### src/design/mcu_irq_pkg.sv
// Constants, register map and carriers for the interrupt controller
// How it works
// - Enabled sub-source events set multi-function request flag
// - Multi-function call: vector 18H, clears flag, master
// - Service holds other acknowledgments until released
// - Return-from-interrupt sets master enable
// - Pending requests serviced on next T2 pulse
// - Fixed priority ext0, ext1, tmr0, tmr1, serial, multi
// - Master enable cleared masks every source
// - Serial completion sets flag, calls 14H
// - Sub-source status flags sticky until software clears
// - Control 0 holds master and three enables
// - Control 0 holds three request flags
// - Control 1 holds three enables, bits 3,7 zero
// - Control 1 holds three request flags
// - Remote control holds three sub enables
// - Remote run bit starts or clears counter
// - Remote clock source: system or system/4
// - Remote prescale divides base by 2^5..2^8
// - Status bit 4 enables RTC; 5-7 zero
// - Service pushes only program counter
// - No acknowledgment while stack is full
package mcu_irq_pkg;

  // ****************************************
  // Register map (index, byte address = 4 * index)
  // ****************************************
  localparam logic [9:0]  IDX_CTL0  = 10'h00b;
  localparam logic [9:0]  IDX_CTL1  = 10'h01e;
  localparam logic [9:0]  IDX_REMOTE_TIMER_CONTROL  = 10'h021;
  localparam logic [9:0]  IDX_MFS   = 10'h029;
  localparam logic [11:0] ADDR_CTL0 = {IDX_CTL0, 2'h0};
  localparam logic [11:0] ADDR_CTL1 = {IDX_CTL1, 2'h0};
  localparam logic [11:0] ADDR_REMOTE_TIMER_CONTROL = {IDX_REMOTE_TIMER_CONTROL, 2'h0};
  localparam logic [11:0] ADDR_MFS  = {IDX_MFS, 2'h0};
  localparam logic [7:0]  RST_REG   = 8'h00;

  // ****************************************
  // Sources in priority order, highest first
  // ****************************************
  localparam int NSRC    = 6;
  localparam int SRC_SER = 4;
  localparam int SRC_MF  = 5;
  localparam logic [7:0] VEC_TABLE [NSRC] = '{8'h04, 8'h08, 8'h0c, 8'h10, 8'h14, 8'h18};
  localparam int EN_BIT   [NSRC] = '{1, 2, 3, 0, 1, 2};
  localparam int FLAG_BIT [NSRC] = '{4, 5, 6, 4, 5, 6};
  localparam logic [NSRC-1:0] IN_CTL1 = 6'h38;
  localparam int B_MASTER = 0;

  // ****************************************
  // Remote timer control and sub-source status
  // ****************************************
  localparam int B_RISE_EN = 1;
  localparam int B_FALL_EN = 2;
  localparam int B_OVF_EN  = 3;
  localparam int B_RUN     = 4;
  localparam int B_CLKSRC  = 5;
  localparam int B_PRE     = 6;
  localparam logic [7:0] REMOTE_TIMER_CONTROL_MASK = 8'hfe;
  localparam int F_OVF     = 0;
  localparam int F_RTC     = 1;
  localparam int F_RISE    = 2;
  localparam int F_FALL    = 3;
  localparam int B_RTC_EN  = 4;
  localparam logic [7:0] PRE_MASK [4] = '{8'h1f, 8'h3f, 8'h7f, 8'hff};
  localparam logic [1:0] DIV4_LAST = 2'h3;
  localparam logic [7:0] CNT_MAX   = 8'hff;

  // ****************************************
  // Bus answers and carriers
  // ****************************************
  localparam logic [1:0] RESP_OKAY   = 2'h0;
  localparam logic [1:0] RESP_SLVERR = 2'h2;

  typedef struct packed {
    logic        awvalid;
    logic [11:0] awaddr;
    logic        wvalid;
    logic [31:0] wdata;
    logic [3:0]  wstrb;
    logic        bready;
    logic        arvalid;
    logic [11:0] araddr;
    logic        rready;
  } axil_m2s_s;

  typedef struct packed {
    logic        awready;
    logic        wready;
    logic        bvalid;
    logic [1:0]  bresp;
    logic        arready;
    logic        rvalid;
    logic [31:0] rdata;
    logic [1:0]  rresp;
  } axil_s2m_s;

  typedef struct packed {
    logic t2;
    logic stack_full;
    logic return_from_interrupt;
  } cpu_in_s;

  typedef struct packed {
    logic ext0;
    logic ext1;
    logic tmr0;
    logic tmr1;
    logic serial;
    logic rtc;
  } evt_s;

endpackage

### src/design/mcu_interrupt_controller.sv
// Interrupt controller with multi-function merge and remote timer
//
// Our own choice: register access over AXI4-Lite.
`timescale 1ns/1ps
module mcu_interrupt_controller (
  input  wire logic                   i_clk,
  input  wire logic                   i_resetn,
  input  wire mcu_irq_pkg::axil_m2s_s i_axil,
  output      mcu_irq_pkg::axil_s2m_s o_axil,
  input  wire mcu_irq_pkg::cpu_in_s   i_cpu,
  input  wire mcu_irq_pkg::evt_s      i_evt,
  input  wire logic                   i_remote_pin,
  output logic                        o_call,
  output logic [7:0]                  o_vector,
  output logic                        o_in_service,
  output logic [7:0]                  o_remote_count
);
  import mcu_irq_pkg::*;

  // ****************************************
  // Declarations
  // ****************************************
  logic            awready_r, wready_r, bvalid_r, arready_r, rvalid_r;
  logic [1:0]      bresp_r, rresp_r;
  logic [31:0]     rdata_r;
  logic            aw_held_r, w_held_r, wstrb0_r;
  logic [11:0]     awaddr_r;
  logic [7:0]      wbyte_r;
  logic            wr_go, wr_c0, wr_c1, wr_remote_timer_control, wr_mfs;
  logic            emi_r, in_service_r, call_r;
  logic [7:0]      vector_r;
  wire  [NSRC-1:0] en_w;
  wire  [NSRC-1:0] req_w;
  logic [NSRC-1:0] src_evt, grant;
  logic            ok_c;
  logic [7:0]      gvec;
  logic [7:0]      remote_timer_control_r;
  logic [3:0]      mfs_r;
  logic            rtc_en_r;
  logic [3:0]      sub_evt, sub_en;
  logic            mf_set;
  logic [7:0]      ctl0_v, ctl1_v;
  logic            pin_s1, pin_s2, pin_s3, pin_lvl_r;
  logic [1:0]      div4_r;
  logic [7:0]      pre_r, cnt_r;
  logic            base_en, tick, ovf, rise, fall;

  // ****************************************
  // Register bus
  // ****************************************
  assign o_axil = '{awready: awready_r, wready: wready_r, bvalid: bvalid_r,
                    bresp: bresp_r, arready: arready_r, rvalid: rvalid_r,
                    rdata: rdata_r, rresp: rresp_r};

  function automatic logic is_mapped(input logic [11:0] a);
    is_mapped = (a == ADDR_CTL0) || (a == ADDR_CTL1) || (a == ADDR_REMOTE_TIMER_CONTROL) || (a == ADDR_MFS);
  endfunction

  // Address and data taken in either order, answered once both held
  assign wr_go   = aw_held_r & w_held_r & ~bvalid_r;
  assign wr_c0   = wr_go & wstrb0_r & (awaddr_r == ADDR_CTL0);
  assign wr_c1   = wr_go & wstrb0_r & (awaddr_r == ADDR_CTL1);
  assign wr_remote_timer_control = wr_go & wstrb0_r & (awaddr_r == ADDR_REMOTE_TIMER_CONTROL);
  assign wr_mfs  = wr_go & wstrb0_r & (awaddr_r == ADDR_MFS);

  always_ff @(posedge i_clk or negedge i_resetn) begin
    if (!i_resetn) begin
      awready_r <= 1'b1;
      wready_r  <= 1'b1;
      aw_held_r <= 1'b0;
      w_held_r  <= 1'b0;
      bvalid_r  <= 1'b0;
      bresp_r   <= RESP_OKAY;
      awaddr_r  <= '0;
      wbyte_r   <= '0;
      wstrb0_r  <= 1'b0;
    end else begin
      if (i_axil.awvalid && awready_r) begin
        aw_held_r <= 1'b1;
        awready_r <= 1'b0;
        awaddr_r  <= i_axil.awaddr;
      end
      if (i_axil.wvalid && wready_r) begin
        w_held_r <= 1'b1;
        wready_r <= 1'b0;
        wbyte_r  <= i_axil.wdata[7:0];
        wstrb0_r <= i_axil.wstrb[0];
      end
      if (wr_go) begin
        aw_held_r <= 1'b0;
        w_held_r  <= 1'b0;
        bvalid_r  <= 1'b1;
        bresp_r   <= is_mapped(awaddr_r) ? RESP_OKAY : RESP_SLVERR;
      end
      if (bvalid_r && i_axil.bready) begin
        bvalid_r  <= 1'b0;
        awready_r <= 1'b1;
        wready_r  <= 1'b1;
      end
    end
  end

  // Read images; bit 7 of control 0 and unused bits read zero
  always_comb begin
    ctl0_v = RST_REG;
    ctl1_v = RST_REG;
    ctl0_v[B_MASTER] = emi_r;
    for (int k = 0; k < NSRC; k++) begin
      if (IN_CTL1[k]) begin
        ctl1_v[EN_BIT[k]]   = en_w[k];
        ctl1_v[FLAG_BIT[k]] = req_w[k];
      end else begin
        ctl0_v[EN_BIT[k]]   = en_w[k];
        ctl0_v[FLAG_BIT[k]] = req_w[k];
      end
    end
  end

  always_ff @(posedge i_clk or negedge i_resetn) begin
    if (!i_resetn) begin
      arready_r <= 1'b1;
      rvalid_r  <= 1'b0;
      rdata_r   <= '0;
      rresp_r   <= RESP_OKAY;
    end else if (i_axil.arvalid && arready_r) begin
      arready_r <= 1'b0;
      rvalid_r  <= 1'b1;
      rresp_r   <= is_mapped(i_axil.araddr) ? RESP_OKAY : RESP_SLVERR;
      unique case (i_axil.araddr)
        ADDR_CTL0: rdata_r <= {24'h000000, ctl0_v};
        ADDR_CTL1: rdata_r <= {24'h000000, ctl1_v};
        ADDR_REMOTE_TIMER_CONTROL: rdata_r <= {24'h000000, remote_timer_control_r};
        ADDR_MFS:  rdata_r <= {24'h000000, 3'h0, rtc_en_r, mfs_r};
        default:   rdata_r <= '0;
      endcase
    end else if (rvalid_r && i_axil.rready) begin
      rvalid_r  <= 1'b0;
      arready_r <= 1'b1;
    end
  end

  // ****************************************
  // Enables and request flags per source
  // ****************************************
  assign src_evt = {mf_set, i_evt.serial, i_evt.tmr1, i_evt.tmr0, i_evt.ext1, i_evt.ext0};

  for (genvar i = 0; i < NSRC; i++) begin : g_src
    logic en_q, req_q;
    wire  wr_reg = IN_CTL1[i] ? wr_c1 : wr_c0;
    always_ff @(posedge i_clk or negedge i_resetn) begin
      if (!i_resetn) begin
        en_q  <= 1'b0;
        req_q <= 1'b0;
      end else begin
        if (wr_reg) begin
          en_q <= wbyte_r[EN_BIT[i]];
        end
        // New event beats a clear in the same cycle
        if (src_evt[i]) begin
          req_q <= 1'b1;
        end else if (wr_reg) begin
          req_q <= wbyte_r[FLAG_BIT[i]];
        end else if (grant[i]) begin
          req_q <= 1'b0;
        end
      end
    end
    assign en_w[i]  = en_q;
    assign req_w[i] = req_q;
  end

  // ****************************************
  // Arbitration on the T2 phase pulse
  // ****************************************
  assign ok_c = i_cpu.t2 & emi_r & ~in_service_r & ~i_cpu.stack_full;

  always_comb begin
    grant = '0;
    gvec  = VEC_TABLE[0];
    for (int k = NSRC - 1; k >= 0; k--) begin
      if (ok_c && req_w[k] && en_w[k]) begin
        grant    = '0;
        grant[k] = 1'b1;
        gvec     = VEC_TABLE[k];
      end
    end
  end

  // Only the program counter goes on the stack; status is software's job
  always_ff @(posedge i_clk or negedge i_resetn) begin
    if (!i_resetn) begin
      call_r   <= 1'b0;
      vector_r <= '0;
    end else begin
      call_r <= |grant;
      if (|grant) begin
        vector_r <= gvec;
      end
    end
  end

  always_ff @(posedge i_clk or negedge i_resetn) begin
    if (!i_resetn) begin
      emi_r <= 1'b0;
    end else if (i_cpu.return_from_interrupt) begin
      emi_r <= 1'b1;
    end else if (|grant) begin
      emi_r <= 1'b0;
    end else if (wr_c0) begin
      emi_r <= wbyte_r[B_MASTER];
    end
  end

  // Hold released by return, or by software re-arming the master enable while the stack is not full
  always_ff @(posedge i_clk or negedge i_resetn) begin
    if (!i_resetn) begin
      in_service_r <= 1'b0;
    end else if (i_cpu.return_from_interrupt || (wr_c0 && wbyte_r[B_MASTER] && !i_cpu.stack_full)) begin
      in_service_r <= 1'b0;
    end else if (|grant) begin
      in_service_r <= 1'b1;
    end
  end

  assign o_call       = call_r;
  assign o_vector     = vector_r;
  assign o_in_service = in_service_r;

  // ****************************************
  // Multi-function sub-sources
  // ****************************************
  assign sub_evt = {fall, rise, i_evt.rtc, ovf};
  assign sub_en  = {remote_timer_control_r[B_FALL_EN], remote_timer_control_r[B_RISE_EN], rtc_en_r, remote_timer_control_r[B_OVF_EN]};
  assign mf_set  = |(sub_evt & sub_en);

  always_ff @(posedge i_clk or negedge i_resetn) begin
    if (!i_resetn) begin
      mfs_r    <= '0;
      rtc_en_r <= 1'b0;
      remote_timer_control_r   <= RST_REG;
    end else begin
      for (int k = 0; k < 4; k++) begin
        if (sub_evt[k]) begin
          mfs_r[k] <= 1'b1;
        end else if (wr_mfs) begin
          mfs_r[k] <= wbyte_r[k];
        end
      end
      if (wr_mfs) begin
        rtc_en_r <= wbyte_r[B_RTC_EN];
      end
      if (wr_remote_timer_control) begin
        remote_timer_control_r <= wbyte_r & REMOTE_TIMER_CONTROL_MASK;
      end
    end
  end

  // ****************************************
  // Remote control timer
  // ****************************************
  // Level moves only once stages two and three agree, so a metastable first stage never leaks
  always_ff @(posedge i_clk or negedge i_resetn) begin
    if (!i_resetn) begin
      pin_s1    <= 1'b0;
      pin_s2    <= 1'b0;
      pin_s3    <= 1'b0;
      pin_lvl_r <= 1'b0;
    end else begin
      pin_s1 <= i_remote_pin;
      pin_s2 <= pin_s1;
      pin_s3 <= pin_s2;
      if (pin_s2 == pin_s3) begin
        pin_lvl_r <= pin_s2;
      end
    end
  end

  // Level starts low, so a quiet low pin gives no false edge after reset
  assign rise    = pin_s2 & pin_s3 & ~pin_lvl_r;
  assign fall    = ~pin_s2 & ~pin_s3 & pin_lvl_r;
  assign base_en = remote_timer_control_r[B_CLKSRC] | (div4_r == DIV4_LAST);
  assign tick    = base_en & ((pre_r & PRE_MASK[remote_timer_control_r[B_PRE+:2]]) == PRE_MASK[remote_timer_control_r[B_PRE+:2]]);
  assign ovf     = tick & (cnt_r == CNT_MAX);

  always_ff @(posedge i_clk or negedge i_resetn) begin
    if (!i_resetn) begin
      div4_r <= '0;
      pre_r  <= '0;
      cnt_r  <= '0;
    end else if (!remote_timer_control_r[B_RUN]) begin
      div4_r <= '0;
      pre_r  <= '0;
      cnt_r  <= '0;
    end else begin
      div4_r <= div4_r + 2'h1;
      if (base_en) begin
        pre_r <= pre_r + 8'h01;
      end
      if (tick) begin
        cnt_r <= cnt_r + 8'h01;
      end
    end
  end

  assign o_remote_count = cnt_r;
endmodule // mcu_interrupt_controller

### config.mk
export PLATFORM = sky130hd
export DESIGN_NAME = mcu_interrupt_controller
export DESIGN_NICKNAME = d
export VERILOG_FILES = /design/src/design/mcu_irq_pkg.sv /design/src/design/mcu_interrupt_controller.sv
export SDC_FILE = /design/constraint.sdc
export NUM_CORES = 1
export LEC_CHECK = 0
export ABC_AREA = 1
export BUFFER_PORTS_ARGS = -buffer_cell sky130_fd_sc_hd__buf_2
export CAP_MARGIN = 10
export CORE_ASPECT_RATIO = 1.25
export CORE_MARGIN = 2
export CORE_UTILIZATION = 35
export CTS_CLUSTER_DIAMETER = 50
export DETAILED_ROUTE_END_ITERATION = 6
export MAX_ROUTING_LAYER = met4
export SYNTH_ARGS = -nofsm -noshare
export SYNTH_HDL_FRONTEND = slang
export SYNTH_SLANG_ARGS = --single-unit
### constraint.sdc
create_clock -name i_clk -period 2.7 [get_ports i_clk]
set_clock_uncertainty 0.15 [all_clocks]
set_input_delay 0.54 -clock i_clk [delete_from_list [all_inputs] [get_ports i_clk]]
set_output_delay 0.54 -clock i_clk [all_outputs]
set_load 0.02 [all_outputs]
==> impl_metrics.yaml <==
routing:
  wl_met1_um: 4605
  firstDrtPassIters: 5
  viasPerCell: 4.656
  wl_met3_um: 533
  drtAntennaViolNets: 0
  maxUsedRoutingLayer: "met4"
  drt_iter0_drc: 167
  num_vias: 3948
  dr_wl_met2_um: 5335
  routed_wl_um: 10750
  drc: 0
  wire_per_inst_um: 12.68
sta:
  max-slew-margin-rel: 0.6629
  finalCriticalPeriod_ps: 1813
  drv_slew: 0
  finalSetupViolCount: 0
  tns_ps: 0
  worstMarginPinSlew_ps: 505.6
  fmax_mhz: 551.6
  finalCritPeriodShare: 0.6714
  rsz0062_at_grt: "false"
  hold_viol_final: 0
  whs_ps: 16.39
clocking:
  post_cts_buffers: 0
  cts.clk_slew.worst_paths_ps: 70
  cts_resized: 0
  cts.hold.buffers_added: 0
  cts_tree: "built"
  clock_sinks: 90
  cts_root_buf: "clkbuf_16"
  numCtsBuffers: 9
  cts_buffer_depth: 2
  cts-htree-levels: 3
  clk_latency_ps: 340
critical_path:
  slowest_delay_ps: 420
  worstPathCellList: "nor2_1 > nand2_1 > inv_1 > nand4_2 > nand2_1 > o21ai_2"
  r2r_slack_ps: 890
  rr_endpoint: "remote_timer_control_r[1]"
  reg2reg_depth: 6
  rr_startpoint: "awaddr_r[9]"
  startpoint: "awaddr_r[9]"
  cp_data_arrival_time_ps: 1890
  crit_end: "remote_timer_control_r[1]"
  critPathKind: "flip-flop to flip-flop"
  crit_fanout: 14
  crit_required_ps: 2780
  endpoint_kind: "flip-flop"
  slowest_stage: "nand4_2"
  crit_top_cell: "nand2_1"
  cp-start-kind: "flip-flop"
global_route:
  grt_pass1_wl_um: 17800
  overflow: 0
  grt_pass1_vias: 3754
  antenna_found_initial: 1
  grtUsageTotal: 0.1594
  grt_max_degree: 53
placement:
  gp_congestion: 0.8715
  io_buffers: 77
  hpwl_um: 8177
floorplanning:
  coreArea_sq_um: 13290
  dieArea_sq_um: 14580
  std_cell_rows: 47
  initial_core_util: 0.3588
  ios: 136
  die_height_um: 134.5
  fp.dieW_um: 108.4
final_layout:
  fillerInstances: 1387
  multiInputGateArea_sq_um: 1996
  layout_common_cells: "149 x nand2_1, 87 x dfrtp_1, 81 x inv_1"
  fin_nets: 753
  regArea_sq_um: 2256
  final_common_cell: "nand2_1"
  drive_above_1_share: 0.1864
  area_growth_pct: 15.09
outcome:
  status: "finished, final reports clean"
power:
  p_leak_nw: 2.851
  ir_drop_uv: 361.1
  power_density_nw_per_um2: 711.1
synthesis:
  yosys.area.top_type: "dfrtp_1"
  yosys.area_share.simple: 0.2768
  synth-xor-area-share: 0
  synth_top_cells_by_area: "dfrtp_1 46%, nand2_1 12%, inv_1 6.4%, buf_4 5.8%, o21ai_0 5.2%"
  ys_ff_latch: 90
  synth.area.mux_share: 0
  synthCells: 597
  synth_top_family_by_area: "simple AND/OR/NAND/NOR gates"
  synth_top_area_share: 0.4566
  synth_area_sq_um: 4768
  synth_cell_types: 35
  synth_compound_area_frac: 0.1042
  ys_warn_count: 0
  ys_seq_area_frac: 0.4731
  synthAdderAreaFrac: 0.01312
  syn_avg_cell_area_sq_um: 7.987
min_path:
  hold_class: "input port to asynchronous set/reset pin"
run:
  drv_cap: 0
[worst min path at each step]
stage	startpoint	to
final	i_resetn	awaddr_r[4]
after global routing	i_resetn	awaddr_r[11]
after CTS	i_resetn	awaddr_r[4]
after detailed placement	pin_s1	pin_s2
after global placement	pin_s1	pin_s2
after floorplan	i_resetn	aw_held_r
[state kept, by name, indices dropped and copies added (netlist names), 4 cells and up]
name	count
rdata_r	8
g_src.en_q	6
pre_r	8
wbyte_r	8
g_src.req_q	6
awaddr_r	12
o_remote_count	8
remote_timer_control_r	7
mfs_r	4
[layer usage]
layer / up-vias / global-route usage
met3: 17 / 0.03185
met4: 0 / 0.07407
met5: - / -
met2: 113 / 0.2552
li1: 1994 / -
met1: 1824 / 0.1929
[critical path, delay by kind of cell (launching register included)]
family                 cells  cell delay (ps)
and+or+nand+nor            4              910
DFF                        1              380
buffers and inverters      1              180
AOI/OAI and AO/OA          1               70
[cell families after synthesis]
logic type               count (synthesis)
AND/OR/NAND/NOR                        286
buffers and inverters                  128
flip-flops                              90
AO/OA/AOI/OAI                           87
adder cells (fa/ha/maj)                  5
other                                    1
[power breakdown]
| group | internal (mW) | total (mW) | switching (mW) |
|---|---|---|---|
| Clock | 0.740 | 1.27 | 0.526 |
| Sequential | 1.60 | 1.78 | 0.180 |
| Combinational | 0.250 | 0.858 | 0.608 |
| Total | 2.59 | 3.90 | 1.31 |
[stage by stage]
stage          area [sq um]  cells  power (mW)  setup slack (ps)  utilization
5_1_grt                5488    848       4.126             745.5       0.4129
2_1_floorplan          4881    627       2.444              1106            -
4_1_cts                5485    847       3.939             873.4       0.4127
3_5_place_dp           5189    831       2.670             835.7       0.3904
3_3_place_gp           5189    831       2.638             862.7       0.3904
6_report               5488    848       3.902             887.1       0.4129
[synth_stat cells (all sizes together)]
master and instances:
nand3b 2, nor4 1, a21oi 19, nor3 11, o211ai 3, ha 5, clkinv 1, dfstp 3
conb 1, nand2 152, nand4 13, clkbuf 6, and2 1, o21bai 2, buf 40, dfrtp 87
inv 81, nor2 54, o21ai 60, o31ai 3, nor3b 2, nand3 50
[area by class of cell]
class,count,area share
Antenna cell,1,0.0004560
Clock buffer,11,0.04423
Clock inverter,5,0.009804
Inverter,82,0.05609
Multi-Input combinational cell,409,0.3637
Sequential cell,90,0.4111
Tap cell,171,0.03899
Timing Repair Buffer,79,0.07570
Power figures use the tool's default switching activity.
